===== config.mk =====
export PLATFORM = sky130hd
export DESIGN_NAME = bsc_chain
export DESIGN_NICKNAME = d
export VERILOG_FILES = /design/src/hw/bsc_cell.sv /design/src/hw/bsc_chain.sv
export SDC_FILE = /design/constraint.sdc
export NUM_CORES = 1
export LEC_CHECK = 0
export BUFFER_PORTS_ARGS = -buffer_cell sky130_fd_sc_hd__buf_4
export CORE_ASPECT_RATIO = 0.75
export CORE_MARGIN = 3
export CORE_UTILIZATION = 50
export DETAILED_ROUTE_END_ITERATION = 8
export PLACE_DENSITY = 0.82
export SYNTH_ARGS = -nofsm -noshare
export SYNTH_HDL_FRONTEND = slang
export SYNTH_SLANG_ARGS = --single-unit

===== constraint.sdc =====
create_clock -name clk -period 5.83 [get_ports clk]
set_clock_uncertainty 0.2 [all_clocks]
set_input_delay 0.2915 -clock clk [delete_from_list [all_inputs] [get_ports clk]]
set_output_delay 0.2915 -clock clk [all_outputs]
set_load 0.005 [all_outputs]

===== src/hw/bsc_cell.sv =====
// package of boundary scan constants and the single scan cell
`timescale 1ns/1ns
`default_nettype none

package bsc_pkg;
  // --------------------------------------------------------------
  // instruction codes
  // --------------------------------------------------------------
  localparam int IR_W = 6;
  localparam logic [5:0] OP_EXTEST = 6'h00;
  localparam logic [5:0] OP_SAMPLE = 6'h01;
  localparam logic [5:0] OP_IDCODE = 6'h02;
  localparam logic [5:0] OP_HIGHZ = 6'h03;
  localparam logic [5:0] OP_CLAMP = 6'h3e;
  localparam logic [5:0] OP_BYPASS = 6'h3f;
  // idcode is the instruction after test logic reset
  localparam logic [5:0] IR_RST = 6'h02;
  // --------------------------------------------------------------
  // chain make-up and register values
  // --------------------------------------------------------------
  localparam int N_OBS_IN = 30;
  localparam int N_TX_PAIR = 8;
  localparam int N_BIDIR = 15;
  localparam int ID_W = 32;
  // arbitrary identification value, lsb fixed at one
  localparam logic [31:0] ID_VALUE = 32'h0000_0001;
  localparam logic BYP_CAPTURE = 1'b0;
  localparam logic CELL_RST = 1'b0;
  localparam int SYNC_STAGES = 2;

  // instructions that hand the pins to the update latches
  function automatic logic drives_pins(input logic [5:0] op);
    drives_pins = (op == OP_EXTEST) || (op == OP_CLAMP);
  endfunction
endpackage

module bsc_cell #(
  parameter bit HAS_UPD = 1'b1
) (
  // clock and reset
  input wire logic clk,
  input wire logic rst_n,
  // strobes from the chain control
  input wire logic cap_en,
  input wire logic shift_en,
  input wire logic upd_en,
  // data
  input wire logic cap_d,
  input wire logic scan_in,
  output logic scan_out,
  output logic upd_q
);
  logic shift_ff;
  logic nxt_shift;

  assign nxt_shift = shift_en ? scan_in : (cap_en ? cap_d : shift_ff);
  assign scan_out = shift_ff;

  always_ff @(posedge clk or negedge rst_n)
  begin
    if (!rst_n)
      shift_ff <= bsc_pkg::CELL_RST;
    else
      shift_ff <= nxt_shift;
  end

  generate
    if (HAS_UPD)
    begin : g_upd
      logic upd_ff;
      // update on the falling test clock so skew cannot race the shift stage
      always_ff @(posedge clk or negedge rst_n)
      begin
        if (!rst_n)
          upd_ff <= bsc_pkg::CELL_RST;
        else if (upd_en)
          upd_ff <= shift_ff;
      end
      assign upd_q = upd_ff;
    end
    else
    begin : g_obs
      // observe-only: nothing to drive
      assign upd_q = 1'b0;
    end
  endgenerate
endmodule

`default_nettype wire


===== src/hw/bsc_chain.sv =====
// boundary scan data registers, chain and pin muxing
`timescale 1ns/1ns
`default_nettype none

module bsc_chain #(
  parameter int N_IN = bsc_pkg::N_OBS_IN,
  parameter int N_TX = bsc_pkg::N_TX_PAIR,
  parameter int N_BI = bsc_pkg::N_BIDIR
) (
  // clock and reset
  input wire logic clk,
  input wire logic rst_n,
  // test port pins
  input wire logic tap_tck,
  input wire logic tap_tdi,
  output logic tap_tdo,
  output logic tap_tdo_oe,
  // tap controller state, same clock domain
  input wire logic tap_logic_reset,
  input wire logic tap_capture_dr,
  input wire logic tap_shift_dr,
  input wire logic tap_update_dr,
  input wire logic tap_shift_ir,
  input wire logic tap_update_ir,
  input wire logic [bsc_pkg::IR_W-1:0] ir_next,
  input wire logic ir_serial,
  // current instruction
  output logic [bsc_pkg::IR_W-1:0] instr,
  // observed input pins
  input wire logic [N_IN-1:0] in_pad,
  // differential transmit pairs
  input wire logic [N_TX-1:0] tx_core,
  output logic [N_TX-1:0] tx_pad,
  // bidirectional pins
  input wire logic [N_BI-1:0] bi_core_out,
  input wire logic [N_BI-1:0] bi_core_oe,
  input wire logic [N_BI-1:0] bi_pad_in,
  output logic [N_BI-1:0] bi_pad_out,
  output logic [N_BI-1:0] bi_pad_oe
);
  // ------------------------------------------------------------
  // elaboration checks
  // ------------------------------------------------------------
  generate
    if (N_IN < 1 || N_TX < 1 || N_BI < 1)
    begin : g_bad
      $error("bsc_chain needs at least one cell of each kind");
    end
  endgenerate

  // cell layout: observe, transmit control, then enable/capture pairs
  localparam int B0 = N_IN + N_TX;
  localparam int NC = B0 + 2 * N_BI;
  localparam int NS = 2 + N_IN + N_BI;

  // ------------------------------------------------------------
  // pin synchronisers
  // ------------------------------------------------------------
  logic [NS-1:0] s1_ff;
  logic [NS-1:0] s2_ff;
  logic tck_prev_ff;
  wire [NS-1:0] raw_pins = {tap_tck, tap_tdi, in_pad, bi_pad_in};

  always_ff @(posedge clk or negedge rst_n)
  begin
    if (!rst_n)
    begin
      s1_ff <= '0;
      s2_ff <= '0;
      tck_prev_ff <= 1'b0;
    end
    else
    begin
      s1_ff <= raw_pins;
      s2_ff <= s1_ff;
      tck_prev_ff <= s2_ff[NS-1];
    end
  end

  wire tck_s = s2_ff[NS-1];
  wire tdi_s = s2_ff[NS-2];
  wire [N_IN-1:0] in_s = s2_ff[N_BI +: N_IN];
  wire [N_BI-1:0] bi_in_s = s2_ff[N_BI-1:0];
  wire tck_rise = tck_s & ~tck_prev_ff;
  wire tck_fall = ~tck_s & tck_prev_ff;

  // ------------------------------------------------------------
  // instruction latch and decode
  // ------------------------------------------------------------
  logic [bsc_pkg::IR_W-1:0] instr_ff;

  always_ff @(posedge clk or negedge rst_n)
  begin
    if (!rst_n)
      instr_ff <= bsc_pkg::IR_RST;
    else if (tap_logic_reset)
      instr_ff <= bsc_pkg::IR_RST;
    else if (tck_fall && tap_update_ir)
      instr_ff <= ir_next;
  end

  assign instr = instr_ff;

  wire is_extest = (instr_ff == bsc_pkg::OP_EXTEST);
  wire is_sample = (instr_ff == bsc_pkg::OP_SAMPLE);
  wire is_highz = (instr_ff == bsc_pkg::OP_HIGHZ);
  wire pin_ctrl = bsc_pkg::drives_pins(instr_ff);
  wire sel_chain = is_extest | is_sample;
  wire sel_id = (instr_ff == bsc_pkg::OP_IDCODE);
  // reserved, clamp, highz and bypass all take the one-bit path
  wire sel_byp = ~sel_chain & ~sel_id;

  wire do_cap = tck_rise & tap_capture_dr;
  wire do_shift = tck_rise & tap_shift_dr;
  wire do_upd = tck_fall & tap_update_dr;

  // ------------------------------------------------------------
  // bypass and identification registers
  // ------------------------------------------------------------
  logic byp_ff;
  logic [bsc_pkg::ID_W-1:0] id_ff;

  always_ff @(posedge clk or negedge rst_n)
  begin
    if (!rst_n)
      byp_ff <= bsc_pkg::BYP_CAPTURE;
    else if (sel_byp && do_shift)
      byp_ff <= tdi_s;
    else if (sel_byp && do_cap)
      byp_ff <= bsc_pkg::BYP_CAPTURE;
  end

  always_ff @(posedge clk or negedge rst_n)
  begin
    if (!rst_n)
      id_ff <= bsc_pkg::ID_VALUE;
    else if (sel_id && do_shift)
      id_ff <= {tdi_s, id_ff[bsc_pkg::ID_W-1:1]};
    else if (sel_id && do_cap)
      id_ff <= bsc_pkg::ID_VALUE;
  end

  // ------------------------------------------------------------
  // boundary cells
  // ------------------------------------------------------------
  // nets: each bit has its own driver, a cell or a pin mux
  wire [NC-1:0] cap_d;
  wire [NC-1:0] upd_q;
  wire [NC-1:0] sc_out;
  wire [NC-1:0] sc_in = {sc_out[NC-2:0], tdi_s};
  wire c_cap = sel_chain & do_cap;
  wire c_shift = sel_chain & do_shift;
  // preload must also reach the latches, so update under both
  wire c_upd = sel_chain & do_upd;

  genvar gi;
  generate
    for (gi = 0; gi < NC; gi++)
    begin : g_cell
      bsc_cell #(
        .HAS_UPD(gi >= N_IN)
      ) u_cell (
        .clk(clk),
        .rst_n(rst_n),
        .cap_en(c_cap),
        .shift_en(c_shift),
        .upd_en(c_upd),
        .cap_d(cap_d[gi]),
        .scan_in(sc_in[gi]),
        .scan_out(sc_out[gi]),
        .upd_q(upd_q[gi])
      );
    end

    // observe cells sample their pin only
    assign cap_d[N_IN-1:0] = in_s;

    for (gi = 0; gi < N_TX; gi++)
    begin : g_tx
      // one control cell drives both legs of the pair
      assign tx_pad[gi] = pin_ctrl ? upd_q[N_IN+gi] : tx_core[gi];
      assign cap_d[N_IN+gi] = tx_pad[gi];
    end

    for (gi = 0; gi < N_BI; gi++)
    begin : g_bi
      localparam int OE = B0 + 2 * gi;
      localparam int DT = B0 + 2 * gi + 1;
      wire core_path;
      // enable cell overrides the core enable; highz forces it off
      assign bi_pad_oe[gi] = pin_ctrl ? upd_q[OE] : (~is_highz & bi_core_oe[gi]);
      assign bi_pad_out[gi] = pin_ctrl ? upd_q[DT] : bi_core_out[gi];
      assign cap_d[OE] = bi_pad_oe[gi];
      // single shared register: core output when enabled outside extest, else the pin
      assign core_path = ~is_extest & bi_pad_oe[gi];
      assign cap_d[DT] = core_path ? bi_core_out[gi] : bi_in_s[gi];
    end
  endgenerate

  // ------------------------------------------------------------
  // serial output
  // ------------------------------------------------------------
  logic tdo_ff;
  logic tdo_oe_ff;
  wire dr_out = sel_chain ? sc_out[NC-1] : (sel_id ? id_ff[0] : byp_ff);
  wire nxt_tdo = tap_shift_ir ? ir_serial : dr_out;

  always_ff @(posedge clk or negedge rst_n)
  begin
    if (!rst_n)
    begin
      tdo_ff <= 1'b0;
      tdo_oe_ff <= 1'b0;
    end
    else if (tck_fall)
    begin
      tdo_ff <= nxt_tdo;
      tdo_oe_ff <= tap_shift_dr | tap_shift_ir;
    end
  end

  assign tap_tdo = tdo_ff;
  assign tap_tdo_oe = tdo_oe_ff;
endmodule

`default_nettype wire


; Yosys cells after proc, flatten, opt, wreduce, memory -nomap -nowiden
; Cells that the tools add are included.
[word_totals]
register_bits = 242
input_bits = 100
output_inout_bits = 46
wordCells = 374
[classes]
n_eq_ne = 4
muxes = 198
bitwise_logic = 47
reduce_logical = 11
[op_table]
columns = op, n
row1 = 1-bit 2-to-1 mux, 194
row2 = 32-bit 2-to-1 mux, 2
row3 = 1-bit bitwise AND, 39
row4 = 6-bit by 2-bit equality test with 1-bit output (second input constant), 2
row5 = 6-bit 2-to-1 mux, 2
row6 = 2-bit nonzero test, 4
row7 = 6-bit by 1-bit equality test with 1-bit output (second input constant), 1
row8 = 6-bit equality test (second input constant), 1
row9 = 6-bit logical NOT, 1
row10 = 1-bit inverter, 6
row11 = 1-bit logical AND, 5
row12 = 1-bit bitwise OR, 2
row13 = 1-bit logical OR, 1

; Logic depth before layout (Yosys ltp)
[depth]
depth_word = 8
mapped_depth = 8
depth_no_buf = 6

; By module
; A second synthesis with hierarchy kept.
[unflattened]
cells_unflattened = 774
hier_area_um2 = 9919.5
[modules_own_cells]
columns = mod, n_inst, cells_per_inst, area_each_um2, seq_area_each_um2
row1 = bsc_chain, 1, 366, 5082.4, 3405.8
row2 = bsc_cell (g_cell[30].u_cell ...), 38, 6, 83.8, 50.0
row3 = bsc_cell (g_cell[0].u_cell ...), 30, 6, 55.1, 25.0

; Worst setup path after synthesis
; No wires, ideal clock.
[synth_timing]
kind = register to output
startpoint = register instr_ff (netlist bit instr[4])
endpoint = output port bi_pad_out[10]
arrival_time_ps = 1940
required_ps = 5339
slack_ps = 3398
path_stages_with_launch = 9
path_buffers = 3
path_cell_list = dfrtp_1 -> or4_4 -> or3_1 -> buf_2 -> buf_6 -> nand2b_2 -> buf_4 -> nand2_1 -> nand2_1
[synth_via]
elab_chain_cells = 3
word_cells_on_any_way = 4
classes_between = eq/ne: 1 / mux: 1 / reduce/logical: 2
[synth_rtl]
columns = element, line_no
row1 = "start, declared", bsc_chain.sv:90  ; logic [bsc_pkg::IR_W-1:0] instr_ff;
row2 = "start signal, assigned", bsc_chain.sv:95  ; instr_ff <= bsc_pkg::IR_RST;
row3 = "start signal, assigned", bsc_chain.sv:97  ; instr_ff <= bsc_pkg::IR_RST;
row4 = "start signal, assigned", bsc_chain.sv:99  ; instr_ff <= ir_next;
row5 = 6-bit equality test or 6-bit logical NOT (tied branches), bsc_cell.sv:33  ; drives_pins = (op == OP_EXTEST) || (op == OP_CLAMP);
row6 = 1-bit logical OR *, bsc_cell.sv:33
row7 = 1-bit 2-to-1 mux *, bsc_chain.sv:192  ; assign bi_pad_out[gi] = pin_ctrl ? upd_q[DT] : bi_core_out[gi];
row8 = "end, declared", bsc_chain.sv:38  ; output logic [N_BI-1:0] bi_pad_out,
; Every way passes the cells marked *; elsewhere a longest branch is shown, timed or not.

; Worst setup path after layout
[layout_timing]
startpoint = register instr_ff (netlist bit instr[4])
endpoint = output port bi_pad_out[11]
; Same word-level chain as after synthesis.

==> flow_summary.ini <==
[outcome]
status = completed

[global_route]
grt_pass1_vias = 6783
use_met3_pct = 4.02
grt_util_met1_pct = 28.4
gr-usage-met2_pct = 32.7
antenna_found_initial = 0
overflow = 0
busiest_layer = met2
track_usage_pct = 20.1
grt_pass1_wl_um = 35000
grt_max_degree = 125

[worst_setup_path]
timing.rr.start = instr[4]
crit_type = reg -> out
cp_cell_sequence = or4_4 > or3_1 > nand2b_2 > nand2_1 > nand2_1 > buf_4
reg2reg_setup_slack_ns = 2.61
r2r_end = g_cell[31].u_cell.upd_q
rr_worst_depth = 4
crit_buf_inv = 1
critPathMaxStageDelay_ns = 0.72
worstPathMaxFanout = 16
critPathTopFamily = simple AND/OR/NAND/NOR gates
endpoint_kind = output pin
crit_slowest_cell = or3_1
cp.arrival_ns = 3.06
required_ns = 5.34
crit_top_cell = nand2_1
critPathLaunchType = register

[synth]
synth-simple-area-share_pct = 10.9
synth-edff-count = 0
synthMuxAreaShare_pct = 10.1
synth_top_area_share_pct = 62.7
ys_seq_area_share_pct = 63.3
syn_inst = 815
ys_ff_latch = 242
synthXorXnorAreaFrac_pct = 0
synth_nets = 915
yosysTopAreaCell = dfrtp_1
synth_area_leaders = dfrtp_1 63%, nand2_1 5.3%, mux2i_1 5.0%
yosysUniqueCellTypes = 37
yosys_most_used_dff = dfrtp_1
synthAdderAreaFrac_pct = 0
synth_compound_area_share_pct = 11.7
netlist_area_um2 = 9580
synth_area_per_cell_um2 = 11.8
yosysWarnings = 0
async_flop_share_pct = 100
synth_top_family_by_area = compound AO/OA/AOI/OAI gates

[clock_network]
cts_tree = yes
worstSkewPairLatency_ns = 0.50
clk_pin_slew_worst_paths_ns = 0.07
cts_buffers = 23
clockRootBuffer = clkbuf_16
cts.sinks = 242
cts_max_level = 1
cts_buffer_depth = 3
cts-resized-gates = 0

[floorplan]
rows = 43
die_x_um = 166
start_util_pct = 51.4
ioPinCount = 146
core_um2 = 18600
die_h_um = 126
die_area_um2 = 20900

[placement]
gp_congestion = 0.784
hpwl_um = 12500
portBuffers = 145
placed_cell_area_um2 = 10700
place_ws_ns = 2.65
dp.cells = 1143

[final_layout]
nets = 1102
final.fill_count = 1389
final_cell_area_um2 = 12300
layout.cells.non_filler = 1264
final_util_pct = 65.9
drive_gt1_share_pct = 24.3
area_delta_synth_final_pct = 28.0
diodes = 0

[pwr]
peakVddDrop_v = 0.000230
pwr-share-comb_pct = 11.0
pwr-share-seq_pct = 50.5
p_per_area_nw_per_um2 = 309
power.switching_uw = 891
clkPwrFrac_pct = 38.5
p_leak_nw = 6.01
switching_share_pct = 23.5
p_int_mw = 2.90

[timing]
finalHoldViolCount = 0
min_period_ns = 3.55
tightest_slew_ns = 1.14
relSlewSlack_pct = 24.1
period_share_pct = 60.9
setup_ws_ns = 2.28
grt_setup_unrepaired = no
fmax_ghz = 0.282
tns_ns = 0
setup_viol = 0
drv_slew = 0

[route]
antenna_left = 0
drt-wirelength-per-cell_um = 16.7
wl_um = 21100
drtIter0Drc = 428
drc = 0
drt_first_pass_iters = 5
vias = 6688
vias_per_cell = 5.29

[worst_hold_path]
hold_class = in -> reg
hold_start = tx_core[3]
hold-path-cell-count = 4
hold_path_end = g_cell[33].u_cell.scan_out

[run]
max_cap_violations = 0
-- cell type report --
type / instances / area (um^2) / share of cell area, %
Multi-Input combinational cell: 497 / 3160 / 25.8
Inverter: 5 / 18.8 / 0.153
Sequential cell: 242 / 6060 / 49.4
Tap cell: 247 / 309 / 2.52
Clock buffer: 30 / 632 / 5.15
Timing Repair Buffer: 233 / 1970 / 16.1
Clock inverter: 10 / 108 / 0.878
-- cells by family after synthesis --
logic type / count (synthesis)
buffers and inverters: 76
AND/OR/NAND/NOR: 211
multiplexers: 90
flip-flops: 242
AO/OA/AOI/OAI: 196
-- routing by layer --
layer | vias up | wire length, um | share of wire, %
li1 | 3189 | - | -
met1 | 3280 | 9510 | 45
met4 | 0 | 482 | 2.3
met2 | 180 | 9970 | 47
met3 | 39 | 1120 | 5.3
met5 | - | 0 | 0
-- placed cells by master, fill, tap and decap left out, drive strengths merged, types with 4 or more instances in the layout --
master	Yosys	routed
clkinv	0	5
clkbuf	33	30
nand4b	15	15
o21ai	103	103
a22o	31	31
nand2b	4	4
a21oi	54	54
or3	16	16
nand3	22	22
dfrtp	240	240
o22ai	4	4
inv	5	5
mux2	42	42
nor2	8	8
dlygate4sd3	0	81
mux2i	48	48
nand2	136	136
buf	38	152
-- Yosys cell counts (2+ instances only) --
| cell type | instances |
|---|---|
| nand4b_1 | 6 |
| mux2i_1 | 48 |
| nand3_1 | 22 |
| buf_1 | 5 |
| a22o_1 | 31 |
| nand2b_1 | 3 |
| o22ai_1 | 4 |
| mux2_1 | 4 |
| nand4b_2 | 9 |
| nor2_1 | 8 |
| nor2b_1 | 2 |
| or3_1 | 16 |
| mux2_2 | 34 |
| inv_1 | 5 |
| o21ai_0 | 63 |
| dfrtp_1 | 240 |
| nand2_1 | 136 |
| clkbuf_1 | 33 |
| mux2_4 | 4 |
| nor3_2 | 2 |
| buf_4 | 24 |
| buf_2 | 8 |
| dfstp_2 | 2 |
| o21ai_1 | 40 |
| a21oi_1 | 54 |
-- worst min-delay path, delay by kind of cell --
kind | cells | cell delay, ns
AOI/OAI and AO/OA | 2 | 0.17
muxes | 1 | 0.15
buffers and inverters | 1 | 0.08
-- flip-flops by register name, summed over array words and instances (netlist names) --
name                    flops
g_cell.u_cell.upd_q        38
tap_tdo                     1
tck_prev_ff                 1
s2_ff                      47
byp_ff                      1
s1_ff                      47
id_ff                      32
g_cell.u_cell.scan_out     68
tap_tdo_oe                  1
instr                       6
-- power groups by stage --
stage | Combinational, mW | Sequential, mW | Clock (mW)
6_report | 0.419 | 1.91 | 1.46
5_1_grt | 0.473 | 1.93 | 1.57
4_1_cts | 0.421 | 1.91 | 1.49
3_5_place_dp | 0.377 | 1.94 | 0
3_3_place_gp | 0.363 | 1.94 | 0
2_1_floorplan | 0.224 | 1.92 | 0
-- how the worst max path moves through the flow --
stage                     startpoint                 endpoint  slack, ns  cells after the start
after global routing        instr[3]             bi_pad_oe[1]       2.11                      5
after CTS                   instr[4]           bi_pad_out[11]       2.30                      6
after global placement      instr[4]  g_cell[31].u_cell.upd_q       2.76                      4
after floorplan             instr[4]           bi_pad_out[10]       3.40                      8
final                       instr[4]           bi_pad_out[11]       2.28                      6
after detailed placement    instr[4]  g_cell[31].u_cell.upd_q       2.65                      4
-- stage by stage --
stage | power (mW) | hold slack [ns]
after floorplan | 2.14 | -0.204
after global placement | 2.30 | 0.133
after detailed placement | 2.32 | 0.135
after CTS | 3.83 | 0.00780
after global routing | 3.97 | 0.0549
final | 3.79 | 0.0327
-- repair_timing --
item                                   in CTS  in global routing
endpoints found under the hold margin     190                  0
setup buffers                               0                  0
setup endpoints to repair                   0                  0
hold buffers                               81                  0
Power figures use the tool's default switching activity.
